[config.mk]
export PLATFORM = sky130hd
export DESIGN_NAME = cssq_top
export DESIGN_NICKNAME = d
export VERILOG_FILES = /design/src/logic/cssq_pkg.sv /design/src/logic/cssq_sync_if.sv /design/src/logic/cssq_sync.sv /design/src/logic/cssq_slot_timer.sv /design/src/logic/cssq_top.sv
export SDC_FILE = /design/constraint.sdc
export NUM_CORES = 1
export LEC_CHECK = 0
export BUFFER_PORTS_ARGS = -buffer_cell sky130_fd_sc_hd__buf_2
export CAP_MARGIN = 40
export CORE_AREA = 2 2 133 135
export CTS_BUF_LIST = sky130_fd_sc_hd__clkbuf_16
export DETAILED_ROUTE_END_ITERATION = 10
export DIE_AREA = 0 0 135 137
export HOLD_SLACK_MARGIN = 0.02
export PLACE_DENSITY = 0.67
export SETUP_SLACK_MARGIN = 0.1
export SYNTH_ARGS = -nofsm -noshare
export SYNTH_HDL_FRONTEND = slang
export SYNTH_HIERARCHICAL = 1
export SYNTH_SLANG_ARGS = --single-unit
[constraint.sdc]
create_clock -name SYS_CLK -period 6.36 [get_ports SYS_CLK]
set_input_delay 1.272 -clock SYS_CLK [delete_from_list [all_inputs] [get_ports SYS_CLK]]
set_output_delay 1.272 -clock SYS_CLK [all_outputs]
set_load 0.01 [all_outputs]
[src/logic/cssq_pkg.sv]
// package: constants and types for the cascade supply sequencer
package cssq_pkg;
  // clock rate and derived cycle counts
  localparam int CLK_HZ = 40_000_000;
  localparam int EMPTY_SLOT_US = 25; // empty position release time
  localparam int EMPTY_SLOT_CYC = (EMPTY_SLOT_US * (CLK_HZ / 1_000_000));
  localparam int MIN_HIGH_US = 100; // least slot timer high time
  localparam int MIN_HIGH_CYC = (MIN_HIGH_US * (CLK_HZ / 1_000_000));
  localparam int SLOT_TIMER_DEF = 4000; // default slot timer period in cycles
  localparam int NUM_POS = 8; // time positions
  localparam int NUM_SUP = 4; // supplies per device
  localparam logic [3:0] FIRST_POS = 4'h1;
  localparam logic [3:0] LAST_POS = 4'h8;
  localparam logic [3:0] POS_RESET = 4'h0;
  localparam logic [2:0] ROLE_SETTLE_CYC = 3'h6; // cycles before roles and link are trusted
  // three-state role pin levels
  typedef enum logic [1:0] {CSSQ_LV_GND, CSSQ_LV_OPEN, CSSQ_LV_VCC} cssq_level_t;
  // decoded role
  typedef struct packed {
    logic master;
    logic first;
    logic reset_faults;
    logic no_shutdown;
  } cssq_role_t;
  // role decode of the nine pin combinations
  function automatic cssq_role_t cssq_decode(input cssq_level_t a, input cssq_level_t b);
    cssq_role_t r;
    r = '{master: 1'b1, first: 1'b1, reset_faults: 1'b1, no_shutdown: 1'b0};
    if (a == CSSQ_LV_GND && b == CSSQ_LV_OPEN) r.reset_faults = 1'b0;
    else if (a == CSSQ_LV_GND && b == CSSQ_LV_VCC) r.first = 1'b0;
    else if (a == CSSQ_LV_OPEN && b == CSSQ_LV_GND)
      r = '{master: 1'b1, first: 1'b0, reset_faults: 1'b0, no_shutdown: 1'b0};
    else if (a == CSSQ_LV_OPEN && b == CSSQ_LV_OPEN) r.master = 1'b0;
    else if (a == CSSQ_LV_OPEN && b == CSSQ_LV_VCC)
      r = '{master: 1'b0, first: 1'b1, reset_faults: 1'b0, no_shutdown: 1'b0};
    else if (a == CSSQ_LV_VCC && b == CSSQ_LV_GND) r.no_shutdown = 1'b1;
    else if (a == CSSQ_LV_VCC && b == CSSQ_LV_OPEN)
      r = '{master: 1'b1, first: 1'b0, reset_faults: 1'b1, no_shutdown: 1'b1};
    else if (a == CSSQ_LV_VCC && b == CSSQ_LV_VCC)
      r = '{master: 1'b0, first: 1'b1, reset_faults: 1'b1, no_shutdown: 1'b1};
    return r;
  endfunction : cssq_decode
  // sequencer states
  typedef enum logic [2:0] {CSSQ_IDLE, CSSQ_WAIT_UP, CSSQ_UP_LOW, CSSQ_UP_HIGH, CSSQ_UP_DONE,
    CSSQ_DN_LOW, CSSQ_DN_HIGH, CSSQ_DN_DONE} cssq_state_t;
endpackage : cssq_pkg

[src/logic/cssq_sync_if.sv]
// interface: synchronised pin levels from the input stage to the core
`timescale 1ns/1ps
interface cssq_sync_if;
  logic slot_clk_lvl; // resolved slot clock line level
  logic slot_clk_fall; // one-cycle pulse on falling edge
  logic slot_clk_rise; // one-cycle pulse on rising edge
  logic cmd_lvl; // sequence command level
  logic fin_lvl; // finish link level
  logic [3:0] up_ok; // supplies above up threshold
  logic [3:0] dn_ok; // supplies below down threshold
  modport src (output slot_clk_lvl, slot_clk_fall, slot_clk_rise, cmd_lvl, fin_lvl, up_ok,
    dn_ok);
  modport dst (input slot_clk_lvl, slot_clk_fall, slot_clk_rise, cmd_lvl, fin_lvl, up_ok,
    dn_ok);
endinterface : cssq_sync_if

[src/logic/cssq_sync.sv]
// input stage: three-flop synchronisers with agreement check
`timescale 1ns/1ps
module cssq_sync
  import cssq_pkg::*;
#(
  parameter int W = 11
) (
  input wire logic clk,
  input wire logic rst_n,
  input wire logic [W-1:0] raw,
  cssq_sync_if.src o
);
  logic [W-1:0] s1_q; // first stage, read only by s2
  logic [W-1:0] s2_q;
  logic [W-1:0] s3_q;
  logic [W-1:0] lvl_q; // accepted level
  logic [W-1:0] agree;
  // three flops per input
  always_ff @(posedge clk or negedge rst_n)
  begin
    if (!rst_n)
    begin
      s1_q <= '1;
      s2_q <= '1;
      s3_q <= '1;
    end
    else
    begin
      s1_q <= raw;
      s2_q <= s1_q;
      s3_q <= s2_q;
    end
  end
  assign agree = ~(s2_q ^ s3_q);
  // a change counts once stages two and three agree
  always_ff @(posedge clk or negedge rst_n)
  begin
    if (!rst_n)
      lvl_q <= '1;
    else
      lvl_q <= (s3_q & agree) | (lvl_q & ~agree);
  end
  assign o.slot_clk_lvl = lvl_q[0];
  assign o.slot_clk_fall = s3_q[0] & agree[0] ? 1'b0 : (lvl_q[0] & agree[0]);
  assign o.slot_clk_rise = (s3_q[0] & agree[0]) & ~lvl_q[0];
  assign o.cmd_lvl = lvl_q[1];
  assign o.fin_lvl = lvl_q[2];
  assign o.up_ok = lvl_q[6:3];
  assign o.dn_ok = lvl_q[10:7];
endmodule : cssq_sync

[src/logic/cssq_slot_timer.sv]
// slot timer: counts the high period of the slot clock line
`timescale 1ns/1ps
module cssq_slot_timer
  import cssq_pkg::*;
#(
  parameter int CW = 24
) (
  input wire logic clk,
  input wire logic rst_n,
  input wire logic start, // restart count
  input wire logic run, // count while high
  input wire logic [CW-1:0] period, // cycles per period
  output logic expired // level once period elapsed
);
  logic [CW-1:0] cnt_q;
  // saturating up counter
  always_ff @(posedge clk or negedge rst_n)
  begin
    if (!rst_n)
      cnt_q <= '0;
    else if (start)
      cnt_q <= '0;
    else if (run && !expired)
      cnt_q <= cnt_q + 1'b1;
  end
  assign expired = (cnt_q + 1'b1 >= period);
endmodule : cssq_slot_timer

[src/logic/cssq_top.sv]
// top: cascade supply sequencer core with open-drain link pins
// Behaviour
// master pulls slot clock low starting up
// release slot clock when position supplies up
// empty position releases after 25 us
// high one slot period, at least 100 us
// step to position 8, then done low
// sequence down from 8 to 1
// slave steps only on slot clock edges
// role from two three-state pins
// nine pin combinations decoded
// last only with finish link pull-up
// not-last drives finish link high when up
// last drives finish link low when up
// not-last forwards command low, defers down
// last starts down on command low
// not-first pulls previous link up after down
// not-last downs when link pulled high
// downstream releases link after upstream low
// downstream waits for upstream completion
// middle devices master, not-first, unloaded
// wired lines, low dominates, read resolved
`timescale 1ns/1ps
module cssq_top
  import cssq_pkg::*;
#(
  parameter int SLOT_TIMER_CYC = SLOT_TIMER_DEF, // slot timer period in cycles
  parameter int CW = 24
) (
  input wire logic SYS_CLK,
  input wire logic RESET_N,
  input wire logic [1:0] ROLE_PIN_A, // cssq_level_t coded
  input wire logic [1:0] ROLE_PIN_B,
  input wire logic [3:0] POS_SUP0, // time position of supply 0, 0 = unused
  input wire logic [3:0] POS_SUP1,
  input wire logic [3:0] POS_SUP2,
  input wire logic [3:0] POS_SUP3,
  input wire logic [3:0] SUP_UP_OK, // supply above sequence-up threshold
  input wire logic [3:0] SUP_DN_OK, // supply below sequence-down threshold
  input wire logic SLOT_CLK_IN,
  output logic SLOT_CLK_OUT,
  output logic SLOT_CLK_OE_N,
  input wire logic CMD_IN,
  output logic CMD_OUT,
  output logic CMD_OE_N,
  input wire logic FIN_IN,
  output logic FIN_OUT,
  output logic FIN_OE_N,
  output logic [3:0] SUP_EN, // supply-gate enables
  output logic [3:0] CUR_POS // current time position
);
  localparam logic [CW-1:0] EMPTY_CYC = CW'(EMPTY_SLOT_CYC);
  localparam logic [CW-1:0] HIGH_CYC =
    CW'((SLOT_TIMER_CYC < MIN_HIGH_CYC) ? MIN_HIGH_CYC : SLOT_TIMER_CYC);
  cssq_sync_if sy ();
  cssq_state_t state_q;
  logic [3:0] pos_q; // current position
  logic [3:0] en_q; // enables
  logic slot_low_q; // pulling slot clock low
  logic fin_low_q; // pulling finish link low
  logic fin_high_q; // driving finish link high
  logic cmd_high_q; // driving command pin high
  logic last_q; // finish link pull-up sensed
  logic role_ok_q; // role captured
  logic [2:0] settle_q; // counts out the synchroniser reset value
  cssq_role_t role_q;
  logic [CW-1:0] empty_q; // empty position counter
  logic tmr_start;
  logic tmr_expired;
  logic [3:0] in_pos; // supplies of current position
  logic pos_up; // current position all up
  logic pos_dn; // current position all down
  logic step; // advance position
  logic [3:0] p [NUM_SUP];
  assign p[0] = POS_SUP0;
  assign p[1] = POS_SUP1;
  assign p[2] = POS_SUP2;
  assign p[3] = POS_SUP3;
  // synchronisers for the slot clock, command, finish link and supply status inputs
  cssq_sync #(.W(11)) u_sync (
    .clk(SYS_CLK),
    .rst_n(RESET_N),
    .raw({SUP_DN_OK, SUP_UP_OK, FIN_IN, CMD_IN, SLOT_CLK_IN}),
    .o(sy.src)
  );
  // slot timer for the high half of each position
  cssq_slot_timer #(.CW(CW)) u_tmr (
    .clk(SYS_CLK),
    .rst_n(RESET_N),
    .start(tmr_start),
    .run(!slot_low_q),
    .period(HIGH_CYC),
    .expired(tmr_expired)
  );
  // supplies assigned to the current position
  always_comb
  begin
    for (int i = 0; i < NUM_SUP; i++)
      in_pos[i] = (p[i] != 4'h0) && (p[i] == pos_q); // unused supplies never match
  end
  assign pos_up = &(~in_pos | sy.up_ok);
  assign pos_dn = &(~in_pos | sy.dn_ok);
  // master steps on its own slot timer; slaves follow the shared line
  assign step = role_q.master ? (tmr_expired && !slot_low_q) : sy.slot_clk_fall;
  assign tmr_start = slot_low_q;
  // settle counter after reset release
  // the synchronisers reset to all ones, so command and link levels read high
  // for a few cycles; nothing may act on them before they carry the real pins
  always_ff @(posedge SYS_CLK or negedge RESET_N)
  begin
    if (!RESET_N)
      settle_q <= '0;
    else if (settle_q != ROLE_SETTLE_CYC)
      settle_q <= settle_q + 1'b1;
  end
  // role and last-status capture once the inputs have settled
  always_ff @(posedge SYS_CLK or negedge RESET_N)
  begin
    if (!RESET_N)
    begin
      role_ok_q <= 1'b0;
      role_q <= '0;
      last_q <= 1'b0;
    end
    else if (!role_ok_q && settle_q == ROLE_SETTLE_CYC)
    begin
      role_ok_q <= 1'b1;
      role_q <= cssq_decode(cssq_level_t'(ROLE_PIN_A), cssq_level_t'(ROLE_PIN_B));
      last_q <= sy.fin_lvl; // released link reads high only with pull-up
    end
  end
  // empty position counter
  always_ff @(posedge SYS_CLK or negedge RESET_N)
  begin
    if (!RESET_N)
      empty_q <= '0;
    else if (state_q != CSSQ_UP_LOW && state_q != CSSQ_DN_LOW)
      empty_q <= '0; // counts in a position for slaves too, which never pull the line
    else if (empty_q != EMPTY_CYC)
      empty_q <= empty_q + 1'b1;
  end
  // main sequencer
  always_ff @(posedge SYS_CLK or negedge RESET_N)
  begin
    if (!RESET_N)
    begin
      state_q <= CSSQ_IDLE;
      pos_q <= POS_RESET;
      en_q <= '0;
      slot_low_q <= 1'b0;
      fin_low_q <= 1'b0; // link released so its pull-up can be sensed
      fin_high_q <= 1'b0;
      cmd_high_q <= 1'b0;
    end
    else if (role_ok_q)
    begin
      case (state_q)
        CSSQ_IDLE:
        begin
          cmd_high_q <= 1'b0;
          fin_high_q <= 1'b0;
          fin_low_q <= 1'b0; // released: downstream pulls up when done
          if (sy.cmd_lvl && role_q.master) // level only seen after upstream done
          begin
            state_q <= CSSQ_UP_LOW;
            pos_q <= FIRST_POS;
            slot_low_q <= 1'b1;
          end
          else if (sy.cmd_lvl)
          begin
            // slave waits in front of position 1 for the master's first fall
            state_q <= CSSQ_UP_HIGH;
            pos_q <= POS_RESET;
          end
        end
        CSSQ_UP_LOW:
        begin
          for (int i = 0; i < NUM_SUP; i++)
            if (in_pos[i]) en_q[i] <= 1'b1;
          if ((|in_pos && pos_up && en_q == (en_q | in_pos)) ||
              (!(|in_pos) && empty_q == EMPTY_CYC))
          begin
            slot_low_q <= 1'b0;
            state_q <= CSSQ_UP_HIGH;
          end
        end
        CSSQ_UP_HIGH:
        begin
          if (sy.slot_clk_lvl && step) // read resolved level
          begin
            if (pos_q == LAST_POS)
            begin
              state_q <= CSSQ_UP_DONE;
              if (last_q) fin_low_q <= 1'b1;
              else fin_high_q <= 1'b1;
            end
            else
            begin
              pos_q <= pos_q + 1'b1;
              slot_low_q <= role_q.master;
              state_q <= CSSQ_UP_LOW;
            end
          end
        end
        CSSQ_UP_DONE:
        begin
          if (!sy.cmd_lvl)
          begin
            if (last_q)
            begin
              state_q <= CSSQ_DN_LOW;
              pos_q <= LAST_POS;
              slot_low_q <= role_q.master;
            end
            else
            begin
              fin_high_q <= 1'b0; // forward low, wait for pull-up
              fin_low_q <= 1'b1;
              state_q <= CSSQ_WAIT_UP;
            end
          end
        end
        CSSQ_WAIT_UP:
        begin
          if (fin_low_q)
            fin_low_q <= 1'b0; // release to sense downstream pull-up
          else if (sy.fin_lvl)
          begin
            state_q <= CSSQ_DN_LOW;
            pos_q <= LAST_POS;
            slot_low_q <= role_q.master;
          end
        end
        CSSQ_DN_LOW:
        begin
          for (int i = 0; i < NUM_SUP; i++)
            if (in_pos[i]) en_q[i] <= 1'b0;
          // an empty position still lasts the full empty window going down
          if ((|in_pos && pos_dn && (en_q & in_pos) == 4'h0) ||
              (!(|in_pos) && empty_q == EMPTY_CYC))
          begin
            slot_low_q <= 1'b0;
            state_q <= CSSQ_DN_HIGH;
          end
        end
        CSSQ_DN_HIGH:
        begin
          if (sy.slot_clk_lvl && step)
          begin
            if (pos_q == FIRST_POS)
            begin
              state_q <= CSSQ_DN_DONE;
              fin_low_q <= 1'b1; // hold link low
              cmd_high_q <= !role_q.first;
            end
            else
            begin
              pos_q <= pos_q - 1'b1;
              slot_low_q <= role_q.master;
              state_q <= CSSQ_DN_LOW;
            end
          end
        end
        CSSQ_DN_DONE:
        begin
          // wait for upstream to pull command line low again
          if (!role_q.first && !sy.cmd_lvl)
          begin
            cmd_high_q <= 1'b0;
            state_q <= CSSQ_IDLE;
          end
          else if (role_q.first)
            state_q <= CSSQ_IDLE;
        end
        default: state_q <= CSSQ_IDLE;
      endcase
    end
  end
  // open-drain style pins, enable low while driving
  assign SLOT_CLK_OUT = 1'b0;
  assign SLOT_CLK_OE_N = !slot_low_q;
  assign FIN_OUT = fin_high_q;
  assign FIN_OE_N = !(fin_low_q || fin_high_q);
  assign CMD_OUT = 1'b1;
  assign CMD_OE_N = !cmd_high_q;
  assign SUP_EN = en_q;
  assign CUR_POS = pos_q;
  // slot clock held low only while filling a position
  slot_low_state_a: assert property (@(posedge SYS_CLK) disable iff (!RESET_N)
    !SLOT_CLK_OE_N |-> (state_q == CSSQ_UP_LOW || state_q == CSSQ_DN_LOW))
    else $error("slot clock low outside position");
  // empty position releases within the window
  empty_rel_a: assert property (@(posedge SYS_CLK) disable iff (!RESET_N)
    (state_q == CSSQ_UP_LOW && empty_q == EMPTY_CYC && !(|in_pos)) |=> !slot_low_q)
    else $error("empty position not released");
  // position never exceeds the last one
  pos_range_a: assert property (@(posedge SYS_CLK) disable iff (!RESET_N)
    pos_q <= LAST_POS)
    else $error("position out of range");
  // a slave never pulls the shared slot clock line
  slave_quiet_a: assert property (@(posedge SYS_CLK) disable iff (!RESET_N)
    (role_ok_q && !role_q.master) |-> SLOT_CLK_OE_N)
    else $error("slave pulls slot clock");
  // the last device holds the finish link low once sequence-up is done
  last_fin_a: assert property (@(posedge SYS_CLK) disable iff (!RESET_N)
    (state_q == CSSQ_UP_DONE && last_q) |-> (!FIN_OE_N && !FIN_OUT))
    else $error("finish link not low after sequence-up");
  // a master keeps the line high until its slot timer runs out
  high_hold_a: assert property (@(posedge SYS_CLK) disable iff (!RESET_N)
    (state_q == CSSQ_UP_HIGH && role_q.master && !tmr_expired) |=>
    (state_q == CSSQ_UP_HIGH))
    else $error("position advanced before slot timer");
  // nothing stays enabled while idle
  idle_off_a: assert property (@(posedge SYS_CLK) disable iff (!RESET_N)
    (state_q == CSSQ_IDLE) |-> (SUP_EN == 4'h0))
    else $error("supply enabled while idle");
endmodule : cssq_top

==> results by group <==
Status
  • Status: finished clean

Placed design
  • # port buffers: 44
  • Hpwl dp: 9.26 mm
  • Placed insts: 959
  • Placer congestion estimate: 0.844

Floorplanning
  • Full die area: 0.0185 mm2
  • Starting Density: 39.6%
  • Core area: 0.0171 mm2
  • Die W: 135 um
  • # rows: 48
  • I/O pin cnt: 47
  • Die H: 137 um

Pwr
  • Pwr Density: 331 mW/mm2
  • Leakage power: 3.31 nW
  • Net Switching: 922 uW
  • Combinational share of power: 29.7%
  • Max IR drop VDD: 0.000210 V
  • Sequential share of power: 36.6%
  • Sw Share: 35.7%
  • Pint: 1.66 mW
  • Clock Power Share: 33.7%

Global routing
  • Largest net degree at the start of global routing: 47
  • Vias in the first global route: 4,936
  • GR Util All Layers: 15.4%
  • Remaining Overflow, GRT: 0
  • Antenna violations before repair: 0
  • First-pass GRT wire length: 23.1 mm

Clock network
  • Root Driver: clkbuf_16
  • Clk slew on worst S/H paths: 0.05 ns
  • Gates resized, CTS repair: 0
  • Worst skew pair latency: 0.41 ns
  • CTS Buffer Depth: 2
  • Inserted Clock Buffers: 17
  • CTS tree: yes
  • H-tree levels: 4
  • Hold Buf Count CTS: 0
  • Clk sinks: 114
  • Setup bufs post-CTS: 0

Final layout
  • Nets@finish: 820
  • Finished Layout Cells: 991
  • Share of cells above drive strength 1: 22.1%
  • Area grow syn2layout: 15.5%
  • # diodes: 0

Worst setup path
  • Critical path data arrival time: 5.09 ns
  • Startpoint class of the critical path: flop
  • Slowest stage delay, CP: 0.44 ns
  • Crit path max-delay cell type: and3_1
  • FF-to-FF End: state_q[0]
  • R2R cell count: 18
  • Worst Setup Path Type: reg -> reg
  • Worst endpoint required time: 6.64 ns
  • Worst-path cell chain: ha_1, nand3_2, nor4_4, and3_1, nand3_2, xnor2_1, ha_1, nand2_1, nor4_1, o311a_1, nand3b_1, and3b_1, o21ai_0, nor2b_1, o21bai_1, o32a_4, or2_4, o41ai_1
  • Worst reg2reg startpoint: u_tmr/cnt_q[0]
  • Crit. End Element: flop
  • Max FO, Critical Path: 6
  • Worst Setup SP: u_tmr/cnt_q[0]
  • R2R Setup Slk: 1.55 ns

Detailed routing
  • Antenna-violating nets left: 0
  • Via count: 5,070
  • Routed len/inst: 13.5 um
  • Via density: 5.12
  • Final WL: 13.4 mm
  • DR DRC count: 0
  • TritonRoute pass-1 iters: 5
  • Initial DRC Count: 226

Timing
  • Post-route setup TNS: 0 ns
  • Max Clock Freq: 208 MHz
  • Layout Skew: 0.00867 ns
  • RSZ-0062 raised after global routing: false
  • Final hold violations: 0
  • Worst slew margin: 40.2%
  • Max-slew violation count: 0
  • Post-route minimum period: 4.81 ns
  • Worst slew pin tran: 0.897 ns
  • Fin crit share: 75.7%
  • Final setup violation count: 0

Min path
  • Hold path depth: 0
  • Hold Path Class: reg -> reg
  • HP Start: u_sync/s1_q[4]
  • Worst Hold Path EP: u_sync/s2_q[4]

Yosys
  • Synthesized area: 0.00675 mm2
  • Syn Area/Cell: 9.78 um2
  • Mapped Cells: 690
  • Yosys warns: 6

Flow run
  • Max-cap violation count: 0
final cells by class:
cell class	instances	area [um2]
tap	225	282
multi-input combinational	531	3620
timing repair buffer	50	288
clock buffer	18	450
clock inverter	14	95.1
inverter	39	146
fill	1604	9270
sequential	114	2910
layout by cell type, fill, tap and decap left out, types with 7 or more instances in the layout:
cell type	n
and3_1	15
or4_1	17
clkbuf_16	18
nand4_1	8
maj3_2	10
buf_2	43
nand3_1	28
or3_1	7
conb_1	26
xnor2_1	25
a31oi_1	8
xor2_1	39
dfrtp_1	70
nor2_1	54
mux2_2	9
nand2_1	54
nor2b_1	13
a21oi_1	40
o31ai_1	18
dfstp_2	44
nor3_1	7
ha_1	34
inv_1	40
o21ai_0	33
worst max-delay path: cells and delay by family (launching register included):
family                     cells  cell delay (ns)
DFF                            1             0.41
AOI/OAI and AO/OA              5             1.35
and+or+nand+nor               10             2.21
adders and majority gates      2             0.54
xor gates and xnor gates       1             0.17
power groups by stage:
stage               clock (mW)  combinational, mW  sequential (mW)
floorplan                    0              0.665            0.863
global placement             0              0.751            0.953
detailed placement           0              0.761            0.954
CTS                      0.892              0.766            0.942
global route             0.926              0.855            0.960
finish                   0.869              0.766            0.944
stage by stage:
stage	hold WS (ns)	util, %	area, um2	power (mW)	setup WS (ns)
2_1_floorplan	0.345	-	6840	1.53	1.76
3_3_place_gp	0.346	42.3	7220	1.70	1.71
3_5_place_dp	0.347	42.5	7250	1.71	1.57
4_1_cts	0.354	45.7	7790	2.60	1.53
5_1_grt	0.358	45.7	7790	2.74	1.19
6_report	0.354	45.7	7790	2.58	1.55
flip-flops by register name, summed over array words and instances (netlist names), 2 cells and up, named ones only:
signal	flops
role_q	2
u_tmr/cnt_q	24
u_sync/s2_q	11
state_q	3
u_sync/s1_q	11
SUP_EN	4
CUR_POS	4
u_sync/s3_q	11
settle_q	3
empty_q	24
worst max path at each step:
stage / end / depth (start not counted)
3_5_place_dp: state_q[0] / 18
3_3_place_gp: state_q[2] / 18
5_1_grt: fin_low_q / 17
6_report: state_q[0] / 18
4_1_cts: state_q[0] / 18
2_1_floorplan: state_q[2] / 20
metal layers:
metal  GRT usage, %  wire length (um)
met1           21.0              6620
met2           24.1              6030
met3           3.67               574
met4           5.73               159
met5              0                 0
(Power assumes the default switching activity.)
